`src/design/bab_pkg.sv`:
```
// Package for the baseband / antenna / bias command handler.
// Assumes a single 200 MHz clock and a host-side parser that
// delivers already decoded commands as one struct per request.
package bab_pkg;

    // ------------------------------------------------------------
    // Channels, widths and limits
    // ------------------------------------------------------------
    localparam int                  CHAN_CNT       = 4;
    localparam logic [1:0]          CHAN_MAX       = 2'h3;
    localparam int                  SPI_MAX_BYTES  = 8;
    localparam logic [3:0]          SPI_MAX_CNT    = 4'h8;
    localparam logic [11:0]         DAC_RESET      = 12'h000;
    localparam logic [7:0]          FLT_RAW_RESET  = 8'h00;
    localparam logic [3:0]          LINES_RESET    = 4'h0;
    localparam logic [15:0]         CUR_LIMIT_DEF  = 16'h0800;

    // Antenna line bit positions
    localparam int                  LINE_RESET_POS = 0;
    localparam int                  LINE_TX_RX_SWITCH_LINE_POS  = 1;
    localparam int                  LINE_BEAM_POS  = 2;
    localparam int                  LINE_SPARE_POS = 3;

    // ------------------------------------------------------------
    // Serial clock timing: half period of the array serial clock
    // ------------------------------------------------------------
    localparam int                  SCK_HALF_NS    = 50;
    localparam int                  CLK_PERIOD_NS  = 5;
    localparam logic [7:0]          SCK_HALF_CYC   = 8'((SCK_HALF_NS + CLK_PERIOD_NS - 1) / CLK_PERIOD_NS);

    // ------------------------------------------------------------
    // Filter codes (same code in select and query)
    // ------------------------------------------------------------
    typedef enum logic [3:0] {
        BAB_FLT_5     = 4'h0,
        BAB_FLT_10    = 4'h1,
        BAB_FLT_20    = 4'h2,
        BAB_FLT_30    = 4'h3,
        BAB_FLT_50    = 4'h4,
        BAB_FLT_100   = 4'h5,
        BAB_FLT_200   = 4'h6,
        BAB_FLT_BYP   = 4'h7
    } bab_flt_e;
    localparam logic [3:0]          FLT_CODE_MAX   = 4'h7;
    localparam logic [3:0]          FLT_CODE_RESET = 4'h7;

    // Command opcodes
    typedef enum logic [3:0] {
        BAB_OP_FLT_SEL    = 4'h0,
        BAB_OP_FLT_QRY    = 4'h1,
        BAB_OP_RAW_WR     = 4'h2,
        BAB_OP_RAW_RD     = 4'h3,
        BAB_OP_LINE_SET   = 4'h4,
        BAB_OP_LINE_QRY   = 4'h5,
        BAB_OP_SPI_XFER   = 4'h6,
        BAB_OP_LOOP       = 4'h7,
        BAB_OP_DAC_SET    = 4'h8,
        BAB_OP_DAC_QRY    = 4'h9,
        BAB_OP_CUR_SET    = 4'ha,
        BAB_OP_CUR_QRY    = 4'hb,
        BAB_OP_GATE_QRY   = 4'hc,
        BAB_OP_DRAIN_QRY  = 4'hd
    } bab_op_e;

    // Decoded command from the console parser
    typedef struct packed {
        bab_op_e            op;
        logic [2:0]         chan;       // Three bits so that 4..7 can be rejected
        logic               path_tx;    // Filter commands accept TX only
        logic [15:0]        value;      // Code, raw byte, DAC, loop flag or amps
        logic [3:0]         line_mask;  // Lines named in a line set command
        logic [3:0]         line_val;
        logic [3:0]         spi_cnt;    // Byte count of a serial transfer
        logic [63:0]        spi_data;   // Byte 0 in bits 7:0
    } bab_cmd_s;

    // Reply to the console formatter
    typedef struct packed {
        logic               ok;         // OK line follows the data
        logic               err;
        logic               has_data;
        logic [3:0]         spi_cnt;
        logic [63:0]        data;       // Query data or received bytes
    } bab_rsp_s;

    // Measured analog readings of one channel
    typedef struct packed {
        logic [15:0]        current;
        logic [15:0]        gate_volt;  // Signed, may be negative
        logic [15:0]        drain_volt;
    } bab_meas_s;

endpackage : bab_pkg

```
`src/design/bab_cmd_check.sv`:
```
// Range checker for decoded console commands.
// Assumes the command struct is stable while valid is high.
`timescale 1ns/1ps
module bab_cmd_check (
    // Command and limit
    input  wire bab_pkg::bab_cmd_s cmd_i,
    input  wire logic [15:0]       cur_limit_i,
    // Verdict
    output logic                   legal_o
);

    // ------------------------------------------------------------
    // Argument ranges per opcode
    // ------------------------------------------------------------
    always_comb
    begin
        legal_o = (cmd_i.chan <= 3'(bab_pkg::CHAN_MAX));
        case (cmd_i.op)
            bab_pkg::BAB_OP_FLT_SEL:
                legal_o = legal_o && cmd_i.path_tx && (cmd_i.value <= 16'(bab_pkg::FLT_CODE_MAX));
            bab_pkg::BAB_OP_FLT_QRY, bab_pkg::BAB_OP_RAW_RD:
                legal_o = legal_o && cmd_i.path_tx;
            bab_pkg::BAB_OP_RAW_WR:
                legal_o = legal_o && cmd_i.path_tx && (cmd_i.value[15:8] == 8'h00);
            bab_pkg::BAB_OP_LINE_SET:
                legal_o = legal_o && (cmd_i.line_mask != 4'h0);
            bab_pkg::BAB_OP_SPI_XFER:
                legal_o = legal_o && (cmd_i.spi_cnt != 4'h0) && (cmd_i.spi_cnt <= bab_pkg::SPI_MAX_CNT);
            bab_pkg::BAB_OP_LOOP:
                legal_o = legal_o && (cmd_i.value <= 16'h0001);
            bab_pkg::BAB_OP_DAC_SET:
                legal_o = legal_o && (cmd_i.value[15:12] == 4'h0);
            bab_pkg::BAB_OP_CUR_SET:
                legal_o = legal_o && (cmd_i.value <= cur_limit_i);
            bab_pkg::BAB_OP_LINE_QRY, bab_pkg::BAB_OP_DAC_QRY, bab_pkg::BAB_OP_CUR_QRY,
            bab_pkg::BAB_OP_GATE_QRY, bab_pkg::BAB_OP_DRAIN_QRY:
                legal_o = legal_o;
            default:
                legal_o = 1'b0;
        endcase
    end

endmodule : bab_cmd_check

```
`src/design/bab_spi_shift.sv`:
```
// Full-duplex byte shifter for the antenna-array serial bus, mode 0, MSB first.
// Assumes the miso pin has already passed two flip-flops.
`timescale 1ns/1ps
module bab_spi_shift (
    // Clock and reset
    input  wire logic        core_clk_i,
    input  wire logic        sys_rst_i,
    // Request
    input  wire logic        start_i,
    input  wire logic [3:0]  cnt_i,
    input  wire logic [63:0] tx_i,
    // Result
    output logic             done_o,
    output logic [63:0]      rx_o,
    // Pins
    output logic             sck_o,
    output logic             cs_n_o,
    output logic             mosi_o,
    input  wire logic        miso_i
);

    logic [7:0]  tick_r;
    logic [6:0]  bits_r;
    logic [63:0] tx_r;
    logic        busy_r;
    logic [7:0]  rxb_r;
    logic [2:0]  byte_r;

    // ------------------------------------------------------------
    // Bit engine: shift out on falling, sample on rising edge
    // ------------------------------------------------------------
    always_ff @(posedge core_clk_i)
    begin
        done_o <= 1'b0;
        if (sys_rst_i)
        begin
            busy_r <= 1'b0;
            sck_o  <= 1'b0;
            cs_n_o <= 1'b1;
            mosi_o <= 1'b0;
            tick_r <= 8'h00;
            bits_r <= 7'h00;
            tx_r   <= 64'h0;
            rx_o   <= 64'h0;
            rxb_r  <= 8'h00;
            byte_r <= 3'h0;
        end
        else if (start_i && !busy_r)
        begin
            busy_r <= 1'b1;
            cs_n_o <= 1'b0;
            bits_r <= 7'({cnt_i, 3'h0});
            tx_r   <= tx_i;
            mosi_o <= tx_i[7];
            rx_o   <= 64'h0;
            rxb_r  <= 8'h00;
            byte_r <= 3'h0;
            tick_r <= bab_pkg::SCK_HALF_CYC;
        end
        else if (busy_r)
        begin
            if (tick_r > 8'h01)
                tick_r <= tick_r - 8'h01;
            else
            begin
                tick_r <= bab_pkg::SCK_HALF_CYC;
                if (!sck_o)
                begin
                    sck_o <= 1'b1;
                    // Bits gather in a byte register, placed whole at byte end
                    rxb_r <= {rxb_r[6:0], miso_i};
                end
                else
                begin
                    sck_o  <= 1'b0;
                    bits_r <= bits_r - 7'h01;
                    if (bits_r[2:0] == 3'h1)
                    begin
                        tx_r   <= {8'h00, tx_r[63:8]};
                        // Byte k lands at rx[8k+7:8k], same slot as its tx byte
                        rx_o[{byte_r, 3'h0} +: 8] <= rxb_r;
                        byte_r <= byte_r + 3'h1;
                    end
                    else
                        tx_r <= {tx_r[63:8], tx_r[6:0], 1'b0};
                    if (bits_r == 7'h01)
                    begin
                        busy_r <= 1'b0;
                        cs_n_o <= 1'b1;
                        done_o <= 1'b1;
                    end
                    mosi_o <= (bits_r[2:0] == 3'h1) ? tx_r[15] : tx_r[6];
                end
            end
        end
    end

endmodule : bab_spi_shift

```
`src/design/bab_cmd_top.sv`:
```
// Console command engine for the TX baseband filter, antenna lines and PA bias.
// Assumes a parser on the same clock hands over one decoded command per pulse.
`timescale 1ns/1ps
module bab_cmd_top (
    // Clock and reset
    input  wire logic                  core_clk_i,
    input  wire logic                  sys_rst_i,
    // Command side
    input  wire logic                  cmd_valid_i,
    input  wire bab_pkg::bab_cmd_s     cmd_i,
    input  wire logic [15:0]           cur_limit_i,
    output logic                       cmd_ready_o,
    // Response side
    output logic                       rsp_valid_o,
    output bab_pkg::bab_rsp_s          rsp_o,
    // Measurements per channel
    input  wire bab_pkg::bab_meas_s [3:0] meas_i,
    // Filter bank control byte per channel
    output logic [3:0][7:0]            filter_ctrl_o,
    // Antenna lines per channel: reset, tx/rx switch, beam, spare
    output logic [3:0][3:0]            array_line_o,
    // Bias loop per channel
    output logic [3:0]                 bias_loop_en_o,
    output logic [3:0][11:0]           bias_dac_o,
    output logic [3:0][15:0]           bias_amps_o,
    output logic [3:0]                 bias_amps_mode_o,
    // Antenna array serial bus
    output logic                       array_sck_o,
    output logic                       array_cs_n_o,
    output logic                       array_mosi_o,
    input  wire logic                  array_miso_i
);

    // ------------------------------------------------------------
    // Engine states
    // ------------------------------------------------------------
    typedef enum logic [2:0] {
        ST_IDLE = 3'b001,
        ST_SPI  = 3'b010,
        ST_RSP  = 3'b100
    } bab_state_e;

    bab_state_e        state_r;
    bab_pkg::bab_cmd_s cmd_r;
    logic              legal;
    logic              take;
    logic [1:0]        ch;
    logic              miso_s1_r;
    logic              miso_s2_r;
    logic              spi_start_r;
    logic              spi_done;
    logic [63:0]       spi_rx;
    logic [3:0][3:0]   code_r;

    assign ch   = cmd_i.chan[1:0];
    assign take = cmd_valid_i && cmd_ready_o;

    // Argument checks live in one place so the bench can mirror them
    bab_cmd_check u_check (
        .cmd_i       (cmd_i),
        .cur_limit_i (cur_limit_i),
        .legal_o     (legal)
    );

    // Miso crosses in from the pin through two flops
    always_ff @(posedge core_clk_i)
    begin
        miso_s1_r <= array_miso_i;
        miso_s2_r <= miso_s1_r;
    end

    bab_spi_shift u_spi (
        .core_clk_i (core_clk_i),
        .sys_rst_i  (sys_rst_i),
        .start_i    (spi_start_r),
        .cnt_i      (cmd_r.spi_cnt),
        .tx_i       (cmd_r.spi_data),
        .done_o     (spi_done),
        .rx_o       (spi_rx),
        .sck_o      (array_sck_o),
        .cs_n_o     (array_cs_n_o),
        .mosi_o     (array_mosi_o),
        .miso_i     (miso_s2_r)
    );

    // ------------------------------------------------------------
    // Sequencing: one command at a time, ready drops until reply
    // ------------------------------------------------------------
    always_ff @(posedge core_clk_i)
    begin
        spi_start_r <= 1'b0;
        if (sys_rst_i)
        begin
            state_r     <= ST_IDLE;
            cmd_ready_o <= 1'b0;
            cmd_r       <= '0;
        end
        else
        begin
            case (state_r)
                ST_IDLE:
                begin
                    cmd_ready_o <= 1'b1;
                    if (take)
                    begin
                        cmd_ready_o <= 1'b0;
                        cmd_r       <= cmd_i;
                        if (legal && cmd_i.op == bab_pkg::BAB_OP_SPI_XFER)
                        begin
                            spi_start_r <= 1'b1;
                            state_r     <= ST_SPI;
                        end
                        else
                            state_r <= ST_RSP;
                    end
                end
                ST_SPI:
                    if (spi_done)
                        state_r <= ST_RSP;
                ST_RSP:
                begin
                    state_r     <= ST_IDLE;
                    cmd_ready_o <= 1'b1;
                end
                default:
                    state_r <= ST_IDLE;
            endcase
        end
    end

    // ------------------------------------------------------------
    // Filter bank state: symbolic code and raw control byte
    // ------------------------------------------------------------
    always_ff @(posedge core_clk_i)
    begin
        if (sys_rst_i)
        begin
            filter_ctrl_o <= {bab_pkg::CHAN_CNT{bab_pkg::FLT_RAW_RESET}};
            code_r        <= {bab_pkg::CHAN_CNT{bab_pkg::FLT_CODE_RESET}};
        end
        else if (take && legal)
        begin
            if (cmd_i.op == bab_pkg::BAB_OP_FLT_SEL)
            begin
                // Raw byte follows the code so the read-back stays coherent
                code_r[ch]        <= cmd_i.value[3:0];
                filter_ctrl_o[ch] <= {4'h0, cmd_i.value[3:0]};
            end
            else if (cmd_i.op == bab_pkg::BAB_OP_RAW_WR)
                filter_ctrl_o[ch] <= cmd_i.value[7:0];
        end
    end

    // ------------------------------------------------------------
    // Antenna lines: only the named lines change
    // ------------------------------------------------------------
    always_ff @(posedge core_clk_i)
    begin
        if (sys_rst_i)
            array_line_o <= {bab_pkg::CHAN_CNT{bab_pkg::LINES_RESET}};
        else if (take && legal && cmd_i.op == bab_pkg::BAB_OP_LINE_SET)
            array_line_o[ch] <= (array_line_o[ch] & ~cmd_i.line_mask)
                              | (cmd_i.line_val & cmd_i.line_mask);
    end

    // ------------------------------------------------------------
    // Bias loop: enable, DAC target or amps target
    // ------------------------------------------------------------
    always_ff @(posedge core_clk_i)
    begin
        if (sys_rst_i)
        begin
            bias_loop_en_o   <= 4'h0;
            bias_dac_o       <= {bab_pkg::CHAN_CNT{bab_pkg::DAC_RESET}};
            bias_amps_o      <= '0;
            bias_amps_mode_o <= 4'h0;
        end
        else if (take && legal)
        begin
            case (cmd_i.op)
                bab_pkg::BAB_OP_LOOP:
                    bias_loop_en_o[ch] <= cmd_i.value[0];
                bab_pkg::BAB_OP_DAC_SET:
                begin
                    bias_dac_o[ch]       <= cmd_i.value[11:0];
                    bias_amps_mode_o[ch] <= 1'b0;
                end
                bab_pkg::BAB_OP_CUR_SET:
                begin
                    // The loop converts amps to its own target
                    bias_amps_o[ch]      <= cmd_i.value;
                    bias_amps_mode_o[ch] <= 1'b1;
                end
                default:
                    bias_loop_en_o <= bias_loop_en_o;
            endcase
        end
    end

    // ------------------------------------------------------------
    // Reply: data then OK, or error alone
    // ------------------------------------------------------------
    always_ff @(posedge core_clk_i)
    begin
        if (sys_rst_i)
        begin
            rsp_valid_o <= 1'b0;
            rsp_o       <= '0;
        end
        else if (take)
        begin
            rsp_valid_o    <= !(legal && cmd_i.op == bab_pkg::BAB_OP_SPI_XFER);
            rsp_o          <= '0;
            rsp_o.ok       <= legal;
            rsp_o.err      <= !legal;
            rsp_o.has_data <= legal;
            case (cmd_i.op)
                bab_pkg::BAB_OP_FLT_QRY:   rsp_o.data <= 64'(code_r[ch]);
                bab_pkg::BAB_OP_RAW_RD:    rsp_o.data <= 64'(filter_ctrl_o[ch]);
                bab_pkg::BAB_OP_LINE_QRY:  rsp_o.data <= 64'(array_line_o[ch]);
                bab_pkg::BAB_OP_DAC_QRY:   rsp_o.data <= 64'(bias_dac_o[ch]);
                bab_pkg::BAB_OP_CUR_QRY:   rsp_o.data <= 64'(meas_i[ch].current);
                bab_pkg::BAB_OP_GATE_QRY:  rsp_o.data <= 64'(meas_i[ch].gate_volt);
                bab_pkg::BAB_OP_DRAIN_QRY: rsp_o.data <= 64'(meas_i[ch].drain_volt);
                default:                   rsp_o.has_data <= 1'b0;
            endcase
        end
        else if (state_r == ST_SPI && spi_done)
        begin
            rsp_valid_o    <= 1'b1;
            rsp_o.data     <= spi_rx;
            rsp_o.spi_cnt  <= cmd_r.spi_cnt;
            rsp_o.has_data <= 1'b1;
        end
        else
            rsp_valid_o <= 1'b0;
    end
endmodule : bab_cmd_top

```
`config.mk`:
```
export PLATFORM = sky130hd
export DESIGN_NAME = bab_cmd_top
export DESIGN_NICKNAME = d
export VERILOG_FILES = /design/src/design/bab_pkg.sv /design/src/design/bab_cmd_check.sv /design/src/design/bab_spi_shift.sv /design/src/design/bab_cmd_top.sv
export SDC_FILE = /design/constraint.sdc
export NUM_CORES = 1
export LEC_CHECK = 0
export BUFFER_PORTS_ARGS = -buffer_cell sky130_fd_sc_hd__buf_4
export CORE_ASPECT_RATIO = 0.5
export CORE_MARGIN = 2
export CORE_UTILIZATION = 30
export CTS_CLUSTER_DIAMETER = 150
export DETAILED_ROUTE_END_ITERATION = 10
export SLEW_MARGIN = 20
export SYNTH_ARGS = -nofsm -noshare
export SYNTH_HDL_FRONTEND = slang
export SYNTH_SLANG_ARGS = --single-unit
```
`constraint.sdc`:
```
create_clock -name core_clk_i -period 6.9 [get_ports core_clk_i]
set_input_delay 1.38 -clock core_clk_i [delete_from_list [all_inputs] [get_ports core_clk_i]]
set_output_delay 1.38 -clock core_clk_i [all_outputs]
set_load 0.01 [all_outputs]
```
# ---- After elaboration in Yosys (flattened, before gate mapping)
# Index checks and enable logic that the tools add are counted.
# Widths: inputs -> output; s select.
dict set report word_totals {
  regBits 489
  output_inout_bits 244
  word_cells 225
}
dict set report classes {
  order_cmp 8
  shifts 2
  mux 74
  n_reduce_logical 54
  n_addsub 4
  n_eq_ne 21
  n_bitwise 13
}
# operator count
set ops {}
lappend ops {{$mux 64} 5}
lappend ops {{$mux 69} 2}
lappend ops {{$bwmux 64} 2}
lappend ops {{$pmux 16 s7} 1}
lappend ops {{$bmux 48 s2} 1}
lappend ops {{$bwmux 32} 2}
lappend ops {{$mux 32} 2}
lappend ops {{$shift 8x8->64 const A} 1}
lappend ops {{$shiftx 8x8->64} 1}
lappend ops {{$bwmux 48} 1}
lappend ops {{$mux 48} 1}
lappend ops {{$bwmux 16} 2}
lappend ops {{$demux 16 s2} 1}
lappend ops {{$mux 7} 4}
lappend ops {{$bmux 12 s2} 1}
lappend ops {{$demux 12 s2} 1}
lappend ops {{$eq 4x4->1 const B} 6}
lappend ops {{$mux 12} 2}
lappend ops {{$mux 8} 3}
lappend ops {{$mux 1} 23}
lappend ops {{$mux 4} 5}
lappend ops {{$bmux 4 s2} 2}
lappend ops {{$bmux 8 s2} 1}
lappend ops {{$demux 8 s2} 1}
lappend ops {{47 further kinds} 105}

# ---- Depth between registers and ports, before layout
# Gate-level depths: netlist of run 1.
dict set report depth {
  word_depth 8
  depth_mapped 14
  mapped_depth_nobuf 9
}

# ---- Hierarchy
# Synthesis of run 1 repeated with hierarchy kept, for this count alone.
dict set report hier_totals {
  cells_unflattened 2264
  hier_area_um2 21580.7
}
# module area_each_um2 seq_area_each_um2 instances cells_each
set modules_own_cells {}
lappend modules_own_cells {bab_cmd_top 14388.8 6626.4 1 1457}
lappend modules_own_cells {bab_spi_shift 6596.3 3163.0 1 726}
lappend modules_own_cells {bab_cmd_check 595.6 0.0 1 81}

# ---- Worst setup path before layout of run 1
# No wires, ideal clock.
dict set report synth_path {
  kind {input-to-reg}
  startpoint {input cmd_i[76] (netlist name)}
  endpoint {register bias_amps_o[10] (netlist name)}
  t_arrival_ns 4.069
  setup_time_ns 0.072
  slack_ns 2.759
  stages 13
  path_cell_list {clkbuf_1 clkbuf_1 inv_1 ha_1 nand4_1 nor2_1 and2_1 nor4_4 and3_4 or3_1 clkbuf_1 buf_2 mux2i_1}
}
dict set report synth_via {
  elab_chain_len 5
  elab_cells_between_ends 9
  classes_between {order compare: 3; mux: 1; reduce/logical: 5}
}
# item line
set synth_lines {}
lappend synth_lines {{start: declaration} bab_cmd_top.sv:10} ;# input wire bab_pkg::bab_cmd_s cmd_i,
lappend synth_lines {{$le 16x16->1 (tied with other cells)} bab_cmd_check.sv:34} ;# legal_o = legal_o && (cmd_i.value <= cur_limit_i);
lappend synth_lines {{$logic_and 1x1->1, on equally long branches} {bab_cmd_check.sv:34, bab_cmd_check.sv:20, bab_cmd_check.sv:30}}
lappend synth_lines {{$pmux 1 s9 *} bab_cmd_check.sv:18} ;# case (cmd_i.op)
lappend synth_lines {{$logic_and 1x1->1 *} bab_cmd_top.sv:178} ;# else if (take && legal)
lappend synth_lines {{$reduce_and 2->1 (no source line) *} -}
lappend synth_lines {{end signal: indexed assignment} bab_cmd_top.sv:191} ;# bias_amps_o[ch] <= cmd_i.value;
lappend synth_lines {{end: declaration} bab_cmd_top.sv:25} ;# output logic [3:0][15:0] bias_amps_o,
# Every way passes the cells marked *; elsewhere a longest branch is shown, timed or not.
# A chain may end at the register's enable or synchronous reset.

# ---- Final worst setup path of run 1
dict set report layout_path {
  startpoint {input cmd_i[89] (netlist name)}
  endpoint {register bias_amps_o[0] (netlist name)}
}
dict set report layout_via {
  elab_chain_len 5
  elab_cells_between_ends 13
  classes_between {order compare: 3; mux: 1; reduce/logical: 9}
}
# item line
set layout_lines {}
lappend layout_lines {{$le 16x16->1 (tied with other cells)} bab_cmd_check.sv:34}
lappend layout_lines {{$logic_and 1x1->1, on equally long branches} -}
lappend layout_lines {{$pmux 1 s9 *} bab_cmd_check.sv:18}
lappend layout_lines {{$logic_and 1x1->1 *} bab_cmd_top.sv:178}
lappend layout_lines {{$reduce_and 2->1 (no source line) *} -}
# Marks and branches as above.

==> impl_metrics.py, run 1 <==
metrics = {
    "outcome": {
        "status": "completed",
    },
    "critical_path": {
        "crit_chain": "buf_4 -> ha_1 -> nand4_1 -> nor4_1 -> a21boi_0 -> or4_1 -> and3_4 -> or3_1 -> mux2i_1",
        "slowest_stage": "or4_1",
        "cp.arrival_ps": 4880,
        "crit_path_start_kind": "input pin",
        "reg2reg_to": "u_spi.rx_o[8]",
        "worstPathMaxFanout": 22,
        "critPathCaptureType": "register",
        "r2r-start": "u_spi.tick_r[3]",
        "cpPeakStageDelay_ps": 630,
        "rr_worst_depth": 6,
        "crit_required_ps": 7420,
        "reg2reg_slack_ps": 3330,
        "crit_type": "in2reg",
    },
    "cts": {
        "cts_made_buffers": 48,
        "post-cts-setup-buffer-count": 0,
        "cts_tree": "done",
        "cts.sinks": 489,
        "clk_pin_slew_ps": 70,
        "h-tree-depth": 2,
        "clk_latency_ps": 600,
        "clockBufferDepth": 3,
        "cts_resized": 0,
        "cts_hold_buffers": 0,
        "ctsRootBufferMaster": "clkbuf_16",
    },
    "drt": {
        "wl_per_cell_um": 23.73,
        "drt_wl_total_um": 90850,
        "ant_nets": 0,
        "via_per_inst": 5.084,
        "vias": 19460,
        "first_pass_iters": 5,
        "drtIter0Drc": 1436,
        "drc_errors": 0,
    },
    "hold_path": {
        "hold_class": "reg2reg",
        "hold_depth": 0,
        "hp-start": "miso_s1_r",
        "worstHoldEndpoint": "miso_s2_r",
    },
    "logic_synthesis": {
        "synthesis.area_um2": 21770,
        "synth_mux_area_frac": 0.1793,
        "synth_top_family_by_area": "simple AND/OR/NAND/NOR gates",
        "synth_top_area_share": 0.4496,
        "synthArstFlopShare": 0,
        "syn_nets": 2729,
        "synthAdderAreaFrac": 0.01494,
        "yosys_warnings": 0,
        "synth-seq-cells": 489,
        "synthCells": 2391,
        "ys_seq_area_frac": 0.4496,
        "yosys.area_share.simple": 0.1990,
        "synth_compound_gate_area_share": 0.1094,
        "synth-main-ff-cell": "dfxtp_1",
        "synth_cell_type_count": 63,
        "postSynthAreaPerCell_um2": 9.106,
        "yosys.area.top_type": "dfxtp_1",
        "synth-edff-count": 0,
        "synth.area.top_cells": "dfxtp_1 45%, mux2i_1 10%, mux4_2 7.9%",
        "yosys.area_share.xor_xnor": 0.004425,
    },
    "power_and_ir_drop": {
        "leakage_nw": 11.03,
        "power.total_mw": 6.454,
        "power_density_nw_per_um2": 227.0,
        "ir_drop_mv": 0.1885,
    },
    "final_layout": {
        "final_area_um2": 28430,
        "multi_input_area_um2": 11110,
        "utilization": 0.3982,
        "mostFrequentLayoutCells": "580 x buf_4, 489 x dfxtp_1, 453 x nand2_1, 275 x nor2_1, 219 x mux2i_1",
        "final_nets": 3168,
        "area_growth_pct": 30.57,
        "post_route_cells_drive_above_1_share": 0.2739,
        "final_cells": 3828,
        "final_common_cell": "buf_4",
        "nFillCells": 7152,
        "regArea_um2": 9789,
    },
    "sta": {
        "finalMaxSlewViolations": 0,
        "finalHoldViolations": 0,
        "rsz0062_at_grt": "no",
        "fin_worst_skew_ps": 20.65,
        "fin_crit_ps": 4356,
        "fmax_ghz": 0.2296,
        "slew_headroom": 0.2130,
        "period_share": 0.6312,
        "setup_viol": 0,
        "worst_pin_slew_ps": 1181,
        "tns_ps": 0,
    },
    "run": {
        "cap_violations": 0,
    },
    "die": {
        "ios": 556,
        "die_h_um": 194.5,
        "die_area_um2": 74870,
        "row_count": 69,
        "start_util": 0.3049,
        "core-area_um2": 71400,
        "die_x_um": 385.0,
    },
    "global_route": {
        "grt_pass1_vias": 18520,
        "grtUsageTotal": 0.2342,
        "gr-total-overflow": 0,
        "grt_pass1_wl_um": 130600,
        "grt_start_max_net_pins": 226,
        "grt_antenna_before_repair": 15,
    },
    "place": {
        "dp_hpwl_um": 68870,
        "io_buffers": 555,
        "place_congestion": 0.9991,
        "dp.cells": 3738,
        "dpl_cell_area_um2": 26600,
    },
}
metrics by stage:
stage | setup slack [ps] | hold slack, ps
2_1_floorplan | 2759 | 309.6
3_3_place_gp | 1801 | 320.9
3_5_place_dp | 2033 | 330.6
4_1_cts | 2649 | 346.3
5_1_grt | 2383 | 345.1
6_report | 2545 | 343.8
metal layers:
metal / vias to the layer above / share of wire / GRT usage
li1: 9165 / - / -
met1: 9674 / 0.43 / 0.3043
met2: 497 / 0.49 / 0.3934
met3: 115 / 0.051 / 0.04521
met4: 10 / 0.029 / 0.06843
met5: - / 0.00074 / 0
worst max-delay path by stage:
| stage | start | endpoint | slack, ps | cells past startpoint |
|---|---|---|---|---|
| final | cmd_i[89] | bias_amps_o[0] | 2540 | 9 |
| after floorplan | cmd_i[76] | bias_amps_o[10] | 2760 | 13 |
| after CTS | cmd_i[89] | bias_amps_o[0] | 2650 | 9 |
| after global placement | cmd_i[90] | bias_dac_o[1] | 1800 | 9 |
| after global routing | cmd_i[90] | bias_amps_o[5] | 2380 | 9 |
| after detailed placement | cmd_i[89] | bias_amps_o[9] | 2030 | 9 |
logic make-up (layout without fill, tap and decap cells):
| group | Yosys count | after routing |
|---|---|---|
| multiplexers | 295 | 295 |
| buffers and inverters | 223 | 698 |
| AND/OR/NAND/NOR | 978 | 978 |
| XOR/XNOR | 11 | 11 |
| other | 0 | 4 |
| flip-flops | 489 | 489 |
| adder cells (fa/ha/maj) | 26 | 26 |
| AO/OA/AOI/OAI | 369 | 369 |
where the power goes:
part           leakage, nW  switching [mW]  total [mW]  internal (mW)
Combinational         6.19           0.302       0.536          0.233
Clock                0.896            1.23        3.05           1.82
Sequential            3.95          0.0172        2.87           2.85
Total                 11.0            1.55        6.45           4.90
flip-flops by register name, summed over array words and instances, names as in the netlist, 4 cells and up, named ones only:
name            count
u_spi.rxb_r         8
bias_loop_en_o      4
code_r             16
bias_dac_o         48
u_spi.bits_r        7
u_spi.tx_r         63
array_line_o       16
u_spi.tick_r        8
rsp_o              71
cmd_r              68
filter_ctrl_o      16
bias_amps_o        64
u_spi.rx_o         64
layout make-up:
cell class | count | share of cell area
Tap cell | 958 | 0.04217
Clock buffer | 60 | 0.04776
Inverter | 30 | 0.003961
Sequential cell | 489 | 0.3444
Clock inverter | 26 | 0.01633
Timing Repair Buffer | 582 | 0.1544
Multi-Input combinational cell | 1679 | 0.3907
Antenna cell | 4 | 0.0003521
cell usage after synthesis, drive strengths merged (4+ instances only):
cell type,count
a211oi,7
a21oi,216
a221oi,7
a22o,8
a22oi,23
a311oi,64
a31oi,6
and2,19
and3,12
and3b,4
buf,42
clkbuf,151
dfxtp,489
ha,26
inv,30
mux2i,219
mux4,76
nand2,456
nand2b,68
nand3,67
nand4,6
nor2,277
nor2b,7
nor3,20
nor4,6
o211ai,5
o21ai,12
o41ai,4
or2,7
or3,7
or4,13
xnor2,9
worst max-delay path, delay by kind of cell:
kind | cells | cell delay (ps)
mux | 1 | 250
fa+ha+maj | 1 | 300
compound gates | 1 | 250
buf+inv | 1 | 140
simple gates | 5 | 2540
Note: power is estimated with default switching activity, not from simulation.
==> run 2: changes to the inputs <==
==> constraint.sdc (replaced) <==
create_clock -name core_clk_i -period 3.7 [get_ports core_clk_i]
set_input_delay 0.74 -clock core_clk_i [delete_from_list [all_inputs] [get_ports core_clk_i]]
set_output_delay 0.74 -clock core_clk_i [all_outputs]
set_load 0.01 [all_outputs]
==> run 2 against run 1 <==
Final area up 0.89%. Critical endpoint is now u_spi.rx_o[6]. Clock-buffer cell count up 7. Critical path type is now reg2reg. Critical path depth down 1.
==> impl_metrics.py, run 2 (synthesis results as in run 1) <==
metrics = {
    "outcome": {
        "status": "completed",
    },
    "drt": {
        "vias": 19700,
        "via_per_inst": 5.076,
        "wl_met2_um": 45180,
        "wl_met1_um": 39720,
        "drtIter0Drc": 1598,
        "drt_wl_total_um": 92430,
        "first_pass_iters": 5,
        "highest_layer": "met4",
        "drc_errors": 0,
        "wl_met3_um": 4210,
        "wl_per_cell_um": 23.82,
        "ant_nets": 0,
    },
    "global_route": {
        "grt_antenna_before_repair": 15,
        "grt_pass1_vias": 18740,
        "grt_start_max_net_pins": 224,
        "grtUsageTotal": 0.2362,
        "gr-total-overflow": 0,
        "grt_pass1_wl_um": 130700,
    },
    "cts": {
        "cts_tree": "done",
        "cts_made_buffers": 46,
        "clk_latency_ps": 580,
        "clk_pin_slew_ps": 60,
        "cts_resized": 0,
        "cts.sinks": 489,
        "h-tree-depth": 2,
        "post-cts-setup-buffer-count": 0,
        "ctsRootBufferMaster": "clkbuf_16",
        "cts_hold_buffers": 0,
        "clockBufferDepth": 3,
    },
    "die": {
        "ios": 556,
        "start_util": 0.3049,
        "core-area_um2": 71400,
        "row_count": 69,
        "die_x_um": 385.0,
        "die_area_um2": 74870,
        "die_h_um": 194.5,
    },
    "critical_path": {
        "crit_type": "reg2reg",
        "worstPathMaxFanout": 9,
        "cpPeakStageDelay_ps": 740,
        "critPathTopFamily": "simple AND/OR/NAND/NOR gates",
        "slowest_stage": "or4_1",
        "crit_top_cell": "or4_1",
        "critPathCaptureType": "register",
        "r2r-start": "u_spi.tick_r[3]",
        "crit_required_ps": 4130,
        "reg2reg_to": "u_spi.rx_o[6]",
        "crit_path_start_kind": "register",
        "path_buf_inv": 1,
        "crit_chain": "or4_1 -> or4_1 -> nor2_2 -> buf_4 -> and2_2 -> and3_1 -> mux2i_1 -> nor2_1",
        "rr_worst_depth": 8,
        "cp.arrival_ps": 3670,
        "reg2reg_slack_ps": 460,
    },
    "final_layout": {
        "reg_top3": "rsp_o: 71 flops, cmd_r: 68 flops",
        "area_growth_pct": 31.73,
        "final_common_cell": "buf_4",
        "nFillCells": 7097,
        "largest_reg_flops": 71,
        "top_register": "rsp_o",
        "multi_input_area_um2": 11090,
        "mostFrequentLayoutCells": "626 x buf_4, 489 x dfxtp_1, 453 x nand2_1, 275 x nor2_1, 219 x mux2i_1",
        "post_route_cells_drive_above_1_share": 0.2823,
        "final_area_um2": 28680,
        "regArea_um2": 9789,
        "final_nets": 3225,
    },
    "sta": {
        "rsz0062_at_grt": "no",
        "tns_ps": 0,
        "finalHoldViolations": 0,
        "slew_headroom": 0.2300,
        "setup_viol": 0,
        "fmax_ghz": 0.3085,
        "finalMaxSlewViolations": 0,
        "fin_worst_skew_ps": 11.43,
        "fin_crit_ps": 3242,
        "period_share": 0.8761,
        "worst_pin_slew_ps": 1155,
    },
    "place": {
        "dp_hpwl_um": 71620,
        "dpl_cell_area_um2": 27190,
        "place_congestion": 1.055,
        "io_buffers": 555,
    },
    "run": {
        "cap_violations": 0,
    },
    "power_and_ir_drop": {
        "power_density_nw_per_um2": 389.9,
        "leakage_nw": 11.19,
        "ir_drop_mv": 0.3379,
        "power.total_mw": 11.18,
    },
    "hold_path": {
        "hold_depth": 1,
        "hold_class": "in2reg",
        "hp-start": "array_miso_i",
        "worstHoldEndpoint": "miso_s1_r",
    },
}
## run 2: cell types whose count changed in the layout (fill, tap and decap cells not counted), moves of 2 or more
cell       delta
inv_8         -2
bufinv_16     -8
buf_12       +13
buf_4        +46
diode_2       +4
clkbuf_16     -3
clkinv_2      -5
clkbuf_1     +10
## run 2: cell type report
| type | instances | share of cell area |
|---|---|---|
| multi-input cells | 1679 | 0.3868 |
| well taps | 958 | 0.04179 |
| flip-flops and latches | 489 | 0.3413 |
| repair buffers | 641 | 0.1742 |
| diodes | 8 | 0.0006980 |
| inverters | 30 | 0.003926 |
| clock inverters | 9 | 0.005235 |
| clock buffers | 67 | 0.04603 |
## run 2: worst max path at each step
stage / from / endpoint / slack, ps / cells past startpoint
after detailed placement: cmd_i[90] / array_line_o[14] / 80 / 9
final: u_spi.tick_r[3] / u_spi.rx_o[6] / 460 / 8
after global placement: cmd_i[90] / code_r[15] / 100 / 9
after CTS: u_spi.tick_r[3] / u_spi.rx_o[6] / 440 / 8
after global routing: u_spi.tick_r[3] / u_spi.rx_o[2] / 260 / 8
after floorplan: cmd_i[76] / bias_amps_o[10] / 200 / 13
## run 2: worst register-to-register path: stages (launching register included)
cell and delay [ps]:
dfxtp_1 340, or4_1 540, or4_1 740, nor2_2 150, buf_4 170, and2_2 280
and3_1 560, mux2i_1 260, nor2_1 50
## run 2: report_power, final
group          leakage, nW  total (mW)  switching, mW  internal, mW
Sequential            3.95        5.35         0.0331          5.32
Clock                0.721        4.77           2.09          2.68
Combinational         6.52        1.06          0.592         0.468
Total                 11.2        11.2           2.71          8.47
## run 2: metrics by stage
stage / instances / hold slack [ps] / utilization / setup WS [ps]
final: 3881 / 302.1 / 0.4017 / 458.4
after global routing: 3877 / 275.5 / 0.4016 / 262.9
after CTS: 3873 / 271.3 / 0.4014 / 436.9
after detailed placement: 3797 / 315.1 / 0.3808 / 78.33
after global placement: 3797 / 312.5 / 0.3808 / 97.57
after floorplan: 2391 / 309.6 / - / 199.0
## run 2: routing by layer
layer  vias up  global-route usage
met5         -                   0
met4         0             0.08724
met3       128             0.03521
met2       523              0.3936
met1      9769              0.3091
li1       9280                   -
==> run 3: changes to the inputs <==
--- a/config.mk
+++ b/config.mk
@@ -5,6 +5,7 @@
 export SDC_FILE = /design/constraint.sdc
 export NUM_CORES = 1
 export LEC_CHECK = 0
+export ABC_AREA = 1
 export BUFFER_PORTS_ARGS = -buffer_cell sky130_fd_sc_hd__buf_4
 export CORE_ASPECT_RATIO = 0.5
 export CORE_MARGIN = 2
==> run 3 against run 2 <==
Global-route usage down 0.44 points. Worst setup slack better by 130 ps. First-iteration DRC count up 27%. Fmax up 4.1%. Clock power up 4%. Final cell count up 11%. Area after synthesis down 0.53%. Clock skew up 19 ps. Register-to-register slack better by 130 ps. Non-clock buffer count down 27. Critical path type unchanged.
==> impl_metrics.py, run 3 <==
metrics = {
    "outcome": {
        "status": "completed",
    },
    "final_layout": {
        "reg_top3": "rsp_o: 71 flops, cmd_r: 68 flops",
        "final_nets": 3638,
        "top_register": "rsp_o",
        "final_common_cell": "buf_4",
        "largest_reg_flops": 71,
        "area_growth_pct": 30.76,
        "final_cells": 4300,
        "mostFrequentLayoutCells": "599 x buf_4, 489 x dfxtp_1, 387 x nand2_1, 339 x nor2_1, 278 x a21oi_1",
        "post_route_cells_drive_above_1_share": 0.2218,
    },
    "power_and_ir_drop": {
        "power_density_nw_per_um2": 427.0,
        "leakage_nw": 11.27,
        "power.total_mw": 12.09,
        "ir_drop_mv": 0.3736,
    },
    "global_route": {
        "grt_start_max_net_pins": 200,
        "grt_pass1_vias": 21040,
        "grt_pass1_wl_um": 134800,
        "grt_antenna_before_repair": 6,
        "gr-total-overflow": 0,
        "grtUsageTotal": 0.2318,
    },
    "logic_synthesis": {
        "yosys.area_share.simple": 0.2151,
        "synthArstFlopShare": 0,
        "yosys.area_share.xor_xnor": 0.002022,
        "synth_top_family_by_area": "compound AO/OA/AOI/OAI gates",
        "synth-seq-cells": 489,
        "synthCells": 2871,
        "synth_cell_type_count": 46,
        "yosys_warnings": 0,
        "ys_seq_area_frac": 0.4520,
        "synth_compound_gate_area_share": 0.2435,
        "postSynthAreaPerCell_um2": 7.543,
        "synth_top_area_share": 0.4520,
        "synth-edff-count": 0,
        "synth_mux_area_frac": 0.0004622,
        "synth.most_common_cell": "dfxtp_1",
        "yosys.area.top_type": "dfxtp_1",
        "ys_top_cells_by_count": "489 x dfxtp_1, 387 x nand2_1, 346 x nor2_1",
        "synth.area.top_cells": "dfxtp_1 45%, nand2_1 6.7%, a21oi_1 6.4%",
        "synth-main-ff-cell": "dfxtp_1",
        "synthAdderAreaFrac": 0.01502,
        "syn_nets": 3209,
        "synthesis.area_um2": 21660,
    },
    "die": {
        "ios": 556,
        "die_x_um": 384.0,
        "die_h_um": 194.0,
        "core-area_um2": 71220,
        "start_util": 0.3041,
        "row_count": 69,
        "die_area_um2": 74490,
    },
    "run": {
        "cap_violations": 0,
    },
    "cts": {
        "clk_pin_slew_ps": 70,
        "post-cts-setup-buffer-count": 0,
        "cts_resized": 0,
        "cts_tree": "done",
        "clockBufferDepth": 3,
        "h-tree-depth": 2,
        "ctsRootBufferMaster": "clkbuf_16",
        "cts_made_buffers": 48,
        "cts_hold_buffers": 0,
        "cts.sinks": 489,
        "clk_latency_ps": 600,
    },
    "critical_path": {
        "critPathCaptureType": "register",
        "rr_worst_depth": 10,
        "crit_path_start_kind": "register",
        "cp.arrival_ps": 3590,
        "reg2reg_to": "u_spi.rx_o[27]",
        "worstPathMaxFanout": 12,
        "crit_type": "reg2reg",
        "crit_start": "u_spi.tick_r[1]",
        "reg2reg_slack_ps": 590,
        "crit_required_ps": 4170,
        "r2r-start": "u_spi.tick_r[1]",
    },
    "sta": {
        "finalHoldViolations": 0,
        "tns_ps": 0,
        "finalMaxSlewViolations": 0,
        "holdWs_ps": 277.0,
        "fin_crit_ps": 3113,
        "fin_worst_skew_ps": 30.53,
        "period_share": 0.8414,
        "slew_headroom": 0.3130,
        "setup_viol": 0,
        "rsz0062_at_grt": "no",
        "worst_pin_slew_ps": 1030,
        "fmax_ghz": 0.3212,
    },
    "drt": {
        "wl_met2_um": 43050,
        "wl_met1_um": 39820,
        "drc_errors": 0,
        "drt_wl_total_um": 90590,
        "vias": 22450,
        "wl_met3_um": 4011,
        "highest_layer": "met5",
        "ant_nets": 0,
        "drtIter0Drc": 2035,
        "via_per_inst": 5.220,
        "wl_per_cell_um": 21.07,
        "first_pass_iters": 6,
    },
    "place": {
        "place_congestion": 0.9452,
        "dp_hpwl_um": 65360,
        "dp.cells": 4208,
        "io_buffers": 555,
    },
    "hold_path": {
        "worstHoldEndpoint": "miso_s1_r",
        "hold_class": "in2reg",
        "hp-start": "array_miso_i",
        "hold_depth": 1,
    },
}
==> run 3: cell count changes in the layout (fill, tap and decap cells not counted), moves of 101 or more <==
cell,previous run,this run
a211oi_1,7,108
mux2i_1,219,1
o21ai_0,11,252
a22oi_1,23,153
nand3_1,66,219
inv_1,30,135
==> run 3: per-stage QoR <==
stage / util / setup WS (ps) / instance area (um^2)
2_1_floorplan: - / 1179 / 21660
3_3_place_gp: 0.3752 / 490.8 / 26720
3_5_place_dp: 0.3752 / 445.4 / 26720
4_1_cts: 0.3974 / 683.5 / 28310
5_1_grt: 0.3976 / 275.5 / 28320
6_report: 0.3976 / 587.0 / 28320
==> run 3: cell type report <==
type / count / area [um^2]
antenna: 5 / 12.51
clock buffer: 68 / 1378
clock inverter: 19 / 205.2
fill: 7360 / 42910
inverter: 154 / 585.6
multi-input combinational: 1993 / 10360
sequential: 489 / 9789
tap: 958 / 1199
timing repair buffer: 614 / 4791
==> run 3: worst max-delay path by stage <==
| stage | end | slack (ps) | cells past startpoint |
|---|---|---|---|
| after global placement | array_line_o[6] | 490 | 13 |
| after detailed placement | array_line_o[8] | 450 | 16 |
| final | u_spi.rx_o[27] | 590 | 10 |
| after CTS | u_spi.rx_o[26] | 680 | 10 |
| after global routing | u_spi.rx_o[0] | 280 | 10 |
| after floorplan | bias_dac_o[14] | 1180 | 19 |
==> run 3: per-layer routing <==
layer | vias up | track usage
met5 | - | 0
met4 | 2 | 0.08729
met1 | 10770 | 0.3094
met2 | 680 | 0.3820
met3 | 165 | 0.02832
li1 | 10830 | -
==> run 3: logic make-up (layout without fill, tap and decap cells) <==
kind of cell,after synthesis,count (layout)
AOI/OAI and AO/OA,874,874
other,0,5
and+or+nand+nor,1087,1087
buffers and inverters,389,855
muxes,1,1
xor gates and xnor gates,5,5
DFF,489,489
adders and majority gates,26,26
==> run 3: power by group <==
group / internal [mW] / leakage (nW) / switching, mW
combinational: 0.525 / 6.55 / 0.963
clock: 2.76 / 0.776 / 2.21
sequential: 5.50 / 3.95 / 0.133
==> run 3: critical path, stage by stage, from the launching register on <==
cell	delay (ps)
dfxtp_1	320
inv_1	110
ha_1	210
o2111ai_1	210
nor2_2	300
nand2_2	220
nor2_4	400
nand3_1	270
nor2_1	590
o21ai_0	220
o211a_1	150
